File: src/core/dmd_pkg.sv
/*
 * Shared constants for the discovery and message decoder: command and
 * message opcodes, type codes, action codes, completion status, sizes.
 * Assumes one controller clock domain; no software-visible registers.
 */
package dmd_pkg;

    ////////////////////////////////////////////////////////////////////
    // Command and message opcodes (byte 0)
    localparam logic [7:0] OP_REPORT_LOG = 8'hC2; // Logical unit list
    localparam logic [7:0] OP_REPORT_PHYS = 8'hC3; // Physical unit list
    localparam logic [7:0] MSG_ABORT = 8'h00;
    localparam logic [7:0] MSG_RESET = 8'h01;
    localparam logic [7:0] MSG_SCAN = 8'h02;
    localparam logic [7:0] MSG_NOOP = 8'h03;

    ////////////////////////////////////////////////////////////////////
    // Type codes (byte 1)
    localparam logic [7:0] AB_TASK = 8'h00;
    localparam logic [7:0] AB_TASK_SET = 8'h01;
    localparam logic [7:0] AB_CLEAR_ACA = 8'h02;
    localparam logic [7:0] AB_CLEAR_SET = 8'h03;
    localparam logic [7:0] TY_ALL = 8'h00; // Controller or all buses
    localparam logic [7:0] TY_BUS = 8'h01;
    localparam logic [7:0] TY_TARGET = 8'h03;
    localparam logic [7:0] TY_LUN = 8'h04;

    ////////////////////////////////////////////////////////////////////
    // Action codes presented on the action port
    localparam logic [3:0] ACT_ABORT_TAG = 4'h1;
    localparam logic [3:0] ACT_ABORT_SET = 4'h2;
    localparam logic [3:0] ACT_CLEAR_ACA = 4'h3;
    localparam logic [3:0] ACT_RST_CTRL = 4'h4;
    localparam logic [3:0] ACT_RST_BUS = 4'h5;
    localparam logic [3:0] ACT_RST_TGT = 4'h6;
    localparam logic [3:0] ACT_RST_LUN = 4'h7;
    localparam logic [3:0] ACT_SCAN_ALL = 4'h8;
    localparam logic [3:0] ACT_SCAN_BUS = 4'h9;
    localparam logic [3:0] ACT_SCAN_TGT = 4'hA;
    localparam logic [3:0] ACT_SCAN_LUN = 4'hB;

    ////////////////////////////////////////////////////////////////////
    // Completion status and response layout
    localparam logic STAT_OK = 1'h0;
    localparam logic STAT_BAD = 1'h1; // Unknown opcode or type
    localparam logic [31:0] HDR_BYTES = 32'h0000_0008; // Length + reserved
    localparam logic [31:0] RSV_FIRST = 32'h0000_0004; // First reserved byte

    // Controller states, one-hot
    typedef enum logic [2:0] {
        ST_IDLE = 3'b001,
        ST_STREAM = 3'b010,
        ST_DRAIN = 3'b100
    } dmd_state_t;

endpackage : dmd_pkg

File: src/core/dmd_decoder.sv
/*
 * Discovery and message decoder: serves the two unit-list commands as a
 * byte stream and turns abort, reset, scan and no-op messages into
 * actions and completions.
 * Assumes the unit table answers i_unit_entry in the same cycle as
 * o_unit_index, and that the command pool signals i_act_drained once
 * every command hit by an action has completed to the host.
 */
module dmd_decoder #(
    parameter int CW = 16 // Width of unit counts and index
) (
    // Clock and reset
    input wire logic i_clock,
    input wire logic i_resetn,
    // Request port
    input wire logic i_req_valid,
    input wire logic i_req_is_msg,
    input wire logic [127:0] i_req_bytes,
    input wire logic [63:0] i_req_unit,
    output logic o_req_ready,
    // Unit table lookup
    input wire logic [CW-1:0] i_log_count,
    input wire logic [CW-1:0] i_phys_count,
    input wire logic [63:0] i_unit_entry,
    output logic o_list_phys,
    output logic [CW-1:0] o_unit_index,
    // Response byte stream
    input wire logic i_data_ready,
    output logic o_data_valid,
    output logic [7:0] o_data,
    output logic o_data_last,
    // Action port
    input wire logic i_act_drained,
    output logic o_act_valid,
    output logic [3:0] o_act_code,
    output logic [63:0] o_act_tag,
    output logic [63:0] o_act_unit,
    // Completion
    output logic o_done,
    output logic o_done_status
);

    ////////////////////////////////////////////////////////////////////
    // State record
    typedef struct packed {
        dmd_pkg::dmd_state_t state;
        logic [31:0] pos; // Next byte to send
        logic [31:0] limit; // Bytes to send
        logic [31:0] list_len; // Untruncated list length
        logic [31:0] alloc; // Host allocation length
        logic [CW-1:0] count; // Units in chosen list
        logic phys;
        logic dvalid;
        logic [7:0] data;
        logic last;
        logic act;
        logic [3:0] code;
        logic [63:0] tag;
        logic [63:0] unit;
        logic done;
        logic status;
    } dmd_regs_t;

    dmd_regs_t r_reg;
    dmd_regs_t r_next;

    // Request fields
    logic [7:0] op; // Byte 0
    logic [7:0] ty; // Byte 1
    logic [31:0] alloc_len; // Bytes 6-9
    logic [CW-1:0] sel_count; // Count of the requested list
    logic [31:0] total; // Header plus entries
    logic [31:0] off; // Offset into entry area
    logic [63:0] ent_shift; // Entry with wanted byte on top
    logic take;

    assign op = i_req_bytes[7:0];
    assign ty = i_req_bytes[15:8];
    // Byte 6 is most significant
    assign alloc_len = {i_req_bytes[55:48], i_req_bytes[63:56],
                        i_req_bytes[71:64], i_req_bytes[79:72]};
    assign take = i_req_valid && o_req_ready;
    // Phys count comes from a table that already holds masked and bridged devices
    assign sel_count = (op == dmd_pkg::OP_REPORT_PHYS) ? i_phys_count : i_log_count;
    assign total = 32'({sel_count, 3'b000}) + dmd_pkg::HDR_BYTES;
    assign off = r_reg.pos - dmd_pkg::HDR_BYTES;
    // Entry bytes go out most significant first, untouched layout
    assign ent_shift = i_unit_entry << {off[2:0], 3'b000};

    ////////////////////////////////////////////////////////////////////
    // Next-state logic
    always_comb begin
        r_next = r_reg;
        r_next.act = 1'b0;
        r_next.done = 1'b0;
        unique case (r_reg.state)
            dmd_pkg::ST_IDLE: begin
                if (take) begin
                    r_next.unit = i_req_unit;
                    r_next.tag = i_req_bytes[95:32];
                    r_next.status = dmd_pkg::STAT_OK;
                    if (!i_req_is_msg) begin
                        // Discovery commands
                        if (op == dmd_pkg::OP_REPORT_LOG || op == dmd_pkg::OP_REPORT_PHYS) begin
                            r_next.phys = (op == dmd_pkg::OP_REPORT_PHYS);
                            r_next.count = sel_count;
                            r_next.list_len = 32'({sel_count, 3'b000});
                            r_next.alloc = alloc_len;
                            r_next.limit = (alloc_len < total) ? alloc_len : total;
                            r_next.pos = 32'h0000_0000;
                            r_next.state = dmd_pkg::ST_STREAM;
                        end else begin
                            r_next.done = 1'b1;
                            r_next.status = dmd_pkg::STAT_BAD;
                        end
                    end else begin
                        // Messages; reserved bytes are never looked at
                        r_next.done = 1'b1;
                        unique case (op)
                            dmd_pkg::MSG_ABORT: begin
                                r_next.act = 1'b1;
                                unique case (ty)
                                    dmd_pkg::AB_TASK: r_next.code = dmd_pkg::ACT_ABORT_TAG;
                                    dmd_pkg::AB_TASK_SET, dmd_pkg::AB_CLEAR_SET:
                                        r_next.code = dmd_pkg::ACT_ABORT_SET;
                                    // The controller keeps no ACA; pass it to the device
                                    dmd_pkg::AB_CLEAR_ACA: r_next.code = dmd_pkg::ACT_CLEAR_ACA;
                                    default: begin
                                        r_next.act = 1'b0;
                                        r_next.status = dmd_pkg::STAT_BAD;
                                    end
                                endcase
                            end
                            dmd_pkg::MSG_RESET: begin
                                r_next.act = 1'b1;
                                unique case (ty)
                                    dmd_pkg::TY_ALL: r_next.code = dmd_pkg::ACT_RST_CTRL;
                                    dmd_pkg::TY_BUS: r_next.code = dmd_pkg::ACT_RST_BUS;
                                    dmd_pkg::TY_TARGET: r_next.code = dmd_pkg::ACT_RST_TGT;
                                    dmd_pkg::TY_LUN: r_next.code = dmd_pkg::ACT_RST_LUN;
                                    default: begin
                                        r_next.act = 1'b0;
                                        r_next.status = dmd_pkg::STAT_BAD;
                                    end
                                endcase
                            end
                            dmd_pkg::MSG_SCAN: begin
                                // Probe only; results reach the host by discovery
                                r_next.act = 1'b1;
                                unique case (ty)
                                    dmd_pkg::TY_ALL: r_next.code = dmd_pkg::ACT_SCAN_ALL;
                                    dmd_pkg::TY_BUS: r_next.code = dmd_pkg::ACT_SCAN_BUS;
                                    dmd_pkg::TY_TARGET: r_next.code = dmd_pkg::ACT_SCAN_TGT;
                                    dmd_pkg::TY_LUN: r_next.code = dmd_pkg::ACT_SCAN_LUN;
                                    default: begin
                                        r_next.act = 1'b0;
                                        r_next.status = dmd_pkg::STAT_BAD;
                                    end
                                endcase
                            end
                            dmd_pkg::MSG_NOOP: r_next.status = dmd_pkg::STAT_OK;
                            default: r_next.status = dmd_pkg::STAT_BAD;
                        endcase
                        // Aborts other than ACA clears, and resets, hold completion until drained
                        if (r_next.act && r_next.code != dmd_pkg::ACT_CLEAR_ACA
                            && r_next.code < dmd_pkg::ACT_SCAN_ALL) begin
                            r_next.done = 1'b0;
                            r_next.state = dmd_pkg::ST_DRAIN;
                        end
                    end
                end
            end
            dmd_pkg::ST_STREAM: begin
                if (!r_reg.dvalid || i_data_ready) begin
                    if (r_reg.pos < r_reg.limit) begin
                        r_next.dvalid = 1'b1;
                        r_next.pos = r_reg.pos + 32'h0000_0001;
                        r_next.last = (r_next.pos == r_reg.limit);
                        // Header first, then entries
                        if (r_reg.pos < dmd_pkg::RSV_FIRST) begin
                            r_next.data = 8'(r_reg.list_len >> {~r_reg.pos[1:0], 3'b000});
                        end else if (r_reg.pos < dmd_pkg::HDR_BYTES) begin
                            r_next.data = 8'h00;
                        end else begin
                            r_next.data = ent_shift[63:56];
                        end
                    end else begin
                        // Last byte taken or nothing allowed
                        r_next.dvalid = 1'b0;
                        r_next.last = 1'b0;
                        r_next.done = 1'b1;
                        r_next.state = dmd_pkg::ST_IDLE;
                    end
                end
            end
            dmd_pkg::ST_DRAIN: begin
                // Completion only after every hit command is back
                if (i_act_drained) begin
                    r_next.done = 1'b1;
                    r_next.state = dmd_pkg::ST_IDLE;
                end
            end
            default: r_next.state = dmd_pkg::ST_IDLE;
        endcase
    end

    ////////////////////////////////////////////////////////////////////
    // State register
    always_ff @(posedge i_clock or negedge i_resetn) begin
        if (!i_resetn) begin
            r_reg <= '0;
            r_reg.state <= dmd_pkg::ST_IDLE;
        end else begin
            r_reg <= r_next;
        end
    end

    ////////////////////////////////////////////////////////////////////
    // Outputs
    assign o_req_ready = (r_reg.state == dmd_pkg::ST_IDLE);
    assign o_list_phys = r_reg.phys;
    assign o_unit_index = off[CW+2:3];
    assign o_data_valid = r_reg.dvalid;
    assign o_data = r_reg.data;
    assign o_data_last = r_reg.last;
    assign o_act_valid = r_reg.act;
    assign o_act_code = r_reg.code;
    assign o_act_tag = r_reg.tag;
    assign o_act_unit = r_reg.unit;
    assign o_done = r_reg.done;
    assign o_done_status = r_reg.status;
endmodule : dmd_decoder

File: config.mk
export PLATFORM = sky130hd
export DESIGN_NAME = dmd_decoder
export DESIGN_NICKNAME = d
export VERILOG_FILES = /design/src/core/dmd_pkg.sv /design/src/core/dmd_decoder.sv
export SDC_FILE = /design/constraint.sdc
export NUM_CORES = 1
export LEC_CHECK = 0
export BUFFER_PORTS_ARGS = -buffer_cell sky130_fd_sc_hd__buf_2
export CAP_MARGIN = 0
export CORE_ASPECT_RATIO = 0.5
export CORE_MARGIN = 5
export CORE_UTILIZATION = 53
export DETAILED_ROUTE_END_ITERATION = 6
export HOLD_SLACK_MARGIN = 0.1
export MAX_ROUTING_LAYER = met4
export PLACE_DENSITY = 0.82
export SLEW_MARGIN = 20
export SYNTH_ARGS = -nofsm -noshare
export SYNTH_HDL_FRONTEND = slang
export SYNTH_SLANG_ARGS = --single-unit
File: constraint.sdc
create_clock -name i_clock -period 3.54 [get_ports i_clock]
set_clock_uncertainty 0.2 [all_clocks]
set_input_delay 0.708 -clock i_clock [delete_from_list [all_inputs] [get_ports i_clock]]
set_output_delay 0.708 -clock i_clock [all_outputs]
set_load 0.03 [all_outputs]
=== Word-level counts from Yosys, hierarchy flattened ===
Index checks and enable logic that the tools add are counted.

* Register bits: 261
* Bits of input ports: 294
* Output and inout bits: 163
* Logic and storage cells: 109

* $add $sub $neg: 3
* Order comparisons: 5
* Equal/unequal tests: 23
* Shift-type cells: 2
* Muxes and demuxes: 39
* Bitwise gates (word level): 2
* Reduce and logical (&&, ||, !) cells: 20

{| class="wikitable"
|+ Operators with widths
! cell !! count
|-
| 148-bit 2-to-1 mux || 2
|-
| 145-bit 2-to-1 mux || 1
|-
| 135-bit 2-to-1 mux || 1
|-
| 133-bit 2-to-1 mux || 1
|-
| 32-bit 2-to-1 mux || 2
|-
| 32-bit one-hot mux with 2 select lines || 1
|-
| 64-bit by 6-bit << shifter with 64-bit output || 1
|-
| 35-bit 2-to-1 mux || 1
|-
| 32-bit by 1-bit adder with 32-bit output, second input constant || 1
|-
| 32-bit == test || 1
|-
| 8-bit by 2-bit == test with 1-bit output, second input constant || 4
|-
| 32-bit by 20-bit < comparator with 1-bit output || 1
|-
| 32-bit by 3-bit < comparator with 1-bit output, second input constant || 1
|-
| 32-bit < comparator || 1
|-
| 32-bit by 4-bit < comparator with 1-bit output, second input constant || 1
|-
| 4-bit one-hot mux with 4 select lines || 2
|-
| 19-bit by 4-bit adder with 20-bit output, second input constant || 1
|-
| 5-bit 2-to-1 mux || 4
|-
| 19-bit by 5-bit right shift with 8-bit output || 1
|-
| 19-bit by 4-bit subtractor with 19-bit output, second input constant || 1
|-
| 8-bit by 1-bit == test with 1-bit output, second input constant || 2
|-
| 8-bit == test, second input constant || 2
|-
| 8-bit logical NOT || 2
|-
| 16-bit 2-to-1 mux || 1
|-
| 29 further kinds || 58
|}

=== Logic depth before layout (Yosys ltp) ===
* Depth in word-level cells: 14
* Depth in mapped cells: 21
* Gate-level depth less buffers: 19

=== Worst setup path before layout ===
No wires, ideal clock.

* Path kind: input -> register
* Start point: in i_req_bytes[3]
* End point: reg r_reg[245] (netlist bit)
* Arrival: 4477 ps
* Required time: 3215 ps
* Slack: -1262 ps
* Cell stages on the path: 17
* Buffers on the path: 1
* Cells stage by stage: nor4_4 nand2_2 mux2i_1 inv_1 ha_1 nand2_1 nor4_4 nor2_2 or4b_4 ha_1 and4_1 nand2_1 or3_1 o221ai_1 buf_2 mux2i_1 mux2_2

* Word-level cells in the longest chain between the ends: 5

{| class="wikitable"
|+ Ends and longest elaborated chain
! element !! line !! RTL
|-
| start, declared || dmd_decoder.sv:18 || <nowiki>input wire logic [127:0] i_req_bytes,</nowiki>
|-
| 8-bit == test * || dmd_decoder.sv:84 || <nowiki>assign sel_count = (op == dmd_pkg::OP_REPORT_PHYS) ? i_phys_count : i_log_count;</nowiki>
|-
| 16-bit 2-to-1 mux * || dmd_decoder.sv:84 ||
|-
| via sel_count[1] || dmd_decoder.sv:71 || <nowiki>logic [CW-1:0] sel_count;</nowiki>
|-
| 19-bit by 4-bit adder with 20-bit output * || dmd_decoder.sv:85 || <nowiki>assign total = 32'({sel_count, 3'b000}) + dmd_pkg::HDR_BYTES;</nowiki>
|-
| 32-bit by 20-bit < comparator with 1-bit output || dmd_decoder.sv:109 || <nowiki>r_next.limit = (alloc_len < total) ? alloc_len : total;</nowiki>
|-
| 32-bit 2-to-1 mux * || dmd_decoder.sv:109 ||
|-
| end signal, assigned || dmd_decoder.sv:214 || <nowiki>r_reg <= r_next;</nowiki>
|-
| end, declared || dmd_decoder.sv:64 || <nowiki>dmd_regs_t r_reg;</nowiki>
|}

The timed path passes the listed nets; every way through them passes the cells marked *.
A chain may end at the register's enable or synchronous reset.

=== Final worst setup path ===
* Start point: in i_req_bytes[2]
* End point: reg r_reg[240] (netlist bit)

The elaborated chain is that of the path after synthesis.

==> impl_metrics.json <==
{
  "wl_per_cell_um": 19.3,
  "reg2reg_from": "r_reg[253]",
  "grt_remaining_overflow": 0,
  "track_usage_pct": 29.2,
  "start_kind": "primary input",
  "reg2reg_depth": 10,
  "multi_input_area_um2": 7470,
  "antenna_found_initial": 1,
  "clock.fmax_mhz": 231,
  "p_per_area_nw_per_um2": 387,
  "largest_register_ffs": 83,
  "ys.flop_type": "dfrtp_1",
  "clkTransAtPathRegs_ns": 0.07,
  "totalWireLength_um": 46700,
  "dr.pass1.iters": 7,
  "status": "complete, but fails checks",
  "synth_area_um2": 14700,
  "hold_viol_final": 0,
  "path_cells": "buf_8 > nor4_4 > nand3_1 > and2_4 > inv_4 > ha_4 > nand2_4 > nor4_4 > buf_4 > o2111ai_2 > xor2_1 > mux2i_1 > inv_1 > ha_4 > a21o_1 > a21o_1 > a21oi_2 > o21a_1 > o221ai_4 > buf_12 > buf_16 > mux2i_2 > mux2_4",
  "cts_tree": "yes",
  "rsz0062_at_grt": "yes",
  "worst-path-buf-inv": 6,
  "worst_slew_pin_slew_ns": 0.758,
  "hp-class": "in2reg",
  "ant_nets": 0,
  "setup_viol": 20,
  "synth.avg_cell_area_um2": 8.69,
  "crit-reg2reg-capture": "r_reg[265]",
  "worst-path-stages": 23,
  "cp_max_fo": 8,
  "cts-root-buf": "clkbuf_16",
  "h-tree-depth": 1,
  "syn_nets": 2044,
  "initial_utilization_pct": 53.5,
  "critical_path_class": "in2reg",
  "yosysUniqueCellTypes": 85,
  "port_buffers": 408,
  "end_kind": "flip-flop",
  "drt_iter0_drc": 1288,
  "synth_top_area_cell": "dfrtp_1",
  "dp_hpwl_um": 34600,
  "async_flop_share_pct": 100,
  "grt_pass1_vias": 13000,
  "cts.path.max_buffers": 3,
  "cts_buffers": 23,
  "regArea_um2": 5740,
  "grt_pass1_wl_um": 71500,
  "finalWeightedCongestion": 0.932,
  "place_ws_ns": -1.32,
  "synthCells": 1698,
  "ys_seq_area_share_pct": 38.9,
  "setup_ws_ns": -0.790,
  "drc": 0,
  "pin_count": 457,
  "cp-startpoint": "i_req_bytes[2]",
  "grt_max_degree": 145,
  "clk_latency_ns": 0.53,
  "critPathSlowestCell": "nor4_4",
  "clock_sinks": 229,
  "dieArea_um2": 31500,
  "synth_edf_count": 0,
  "fin_crit_sh_pct": 122,
  "synth_seq_cells": 229,
  "syn_to_final_growth_pct": 21.2,
  "violations": "setup timing",
  "finalCoreUtilization_pct": 64.9,
  "vias": 13500,
  "slew_headroom_pct": 49.5,
  "fp-row-count": 43,
  "cap_viol_max_count": 0,
  "final_net_count": 2362,
  "r2r_slack_ns": 0.30,
  "n_fill_cell": 2280,
  "mostFrequentLayoutCell": "nand2_1",
  "core_um2": 27500,
  "drive_gt1_share_pct": 33.7,
  "mostFrequentLayoutCells": "nand2_1, buf_2, dfrtp_1",
  "cp.required_ns": 3.75,
  "final-max-slew-violation-count": 0,
  "crit_family": "simple AND/OR/NAND/NOR gates",
  "ir_drop_uv": 361,
  "min_period_ns": 4.33,
  "synth_warnings": 0,
  "die_y_um": 128,
  "cpPeakStageDelay_ns": 0.33,
  "endpoint": "r_reg[240]",
  "synth_top_area_share_pct": 38.7,
  "cellLeakagePower_nw": 9.04,
  "yosys-top-cells-area": "dfrtp_1, nand2_1, buf_4, ha_1, mux4_2",
  "drt-vias-per-instance": 5.58,
  "critPathArrivalTime_ns": 4.54,
  "die_width_um": 246
}
==> worst reg2reg max path, delay by kind of cell (launching register included) <==
kind | cells | cell delay, ns
AO/OA/AOI/OAI | 3 | 0.89
adder cells (fa/ha/maj) | 1 | 0.33
buffers and inverters | 2 | 0.32
flip-flops | 1 | 0.37
AND/OR/NAND/NOR | 4 | 1.07
==> where the power goes <==
part           total (mW)  switching, mW  leakage, nW  internal [mW]
combinational        1.56          0.982         5.87          0.574
sequential           2.98          0.168         2.82           2.82
clock                2.37           1.08        0.352           1.30
==> stage by stage <==
step	std cells	TNS [ns]	hold slack, ns	power [mW]	cell area, um2
6_report	2416	-14.03	0.166	6.91	17900
3_5_place_dp	2353	-24.66	0.257	4.53	16700
5_1_grt	2416	-16.87	0.153	7.22	17900
4_1_cts	2411	-11.78	0.145	6.92	17800
2_1_floorplan	1698	-21.51	0.212	4.09	14800
3_3_place_gp	2353	-22.39	0.253	4.49	16700
==> kinds of logic after synthesis <==
logic type,Yosys count,synth area share (%)
muxes,70,6.31
adders and majority gates,52,4.41
buffers and inverters,318,12.5
AOI/OAI and AO/OA,258,11.9
xor gates and xnor gates,69,4.15
and+or+nand+nor,702,21.9
DFF,229,38.9
==> per-layer routing <==
metal	track usage, %	part of all wire [%]	vias to the layer above
li1	-	-	6308
met1	37.8	40	6463
met2	47.1	49	588
met3	5.17	7.3	131
met4	9.70	3.9	0
met5	-	0	-
==> repair_timing <==
action,4_1_cts,5_1_grt
endpoints found under the hold margin,76,0
resized for setup,44,26
setup endpoints to repair,21,22
setup buffers,13,6
gates cloned,2,0
hold buffers,1,0
pin swaps,17,16
==> synthesized netlist by cell type (7+ instances only) <==
cell type / count
dfrtp_1: 228
nand3_1: 35
or4_1: 7
and3_1: 12
inv_1: 66
nor3_1: 26
ha_1: 52
or3_1: 11
buf_4: 161
buf_2: 15
buf_1: 10
o211ai_1: 10
and4_1: 9
a31oi_1: 8
nand2_1: 425
o22ai_1: 8
nor2_1: 75
xor2_1: 30
and2_1: 9
clkbuf_1: 62
nand4_1: 34
mux4_2: 16
o41ai_1: 7
xnor2_1: 38
o21a_1: 8
nor4_1: 15
o21ai_0: 56
a211oi_1: 9
mux2i_1: 33
o31ai_1: 40
a21oi_1: 48
mux2_2: 20
nor2b_1: 9
a21o_1: 15
==> final cells by class <==
class / count / share of cell area, %
Clock inverter: 9 / 0.350
Antenna cell: 1 / 0.0140
Multi-Input combinational cell: 1151 / 41.8
Sequential cell: 229 / 32.1
Inverter: 66 / 1.40
Clock buffer: 33 / 3.65
Tap cell: 382 / 2.67
Timing Repair Buffer: 545 / 18.1
==> how the worst min path moves through the flow <==
stage | cells past startpoint | to | slack (ns) | startpoint
after floorplan | 0 | o_act_code[0] | 0.21 | i_resetn
after global placement | 2 | o_act_unit[27] | 0.25 | o_act_unit[27]
after detailed placement | 2 | o_act_unit[44] | 0.26 | o_act_unit[44]
after CTS | 3 | o_act_unit[13] | 0.14 | i_req_unit[13]
after global routing | 3 | o_act_unit[3] | 0.15 | i_req_unit[3]
final | 3 | o_act_unit[33] | 0.17 | i_req_unit[33]
Note: power is estimated with default switching activity, not from simulation.
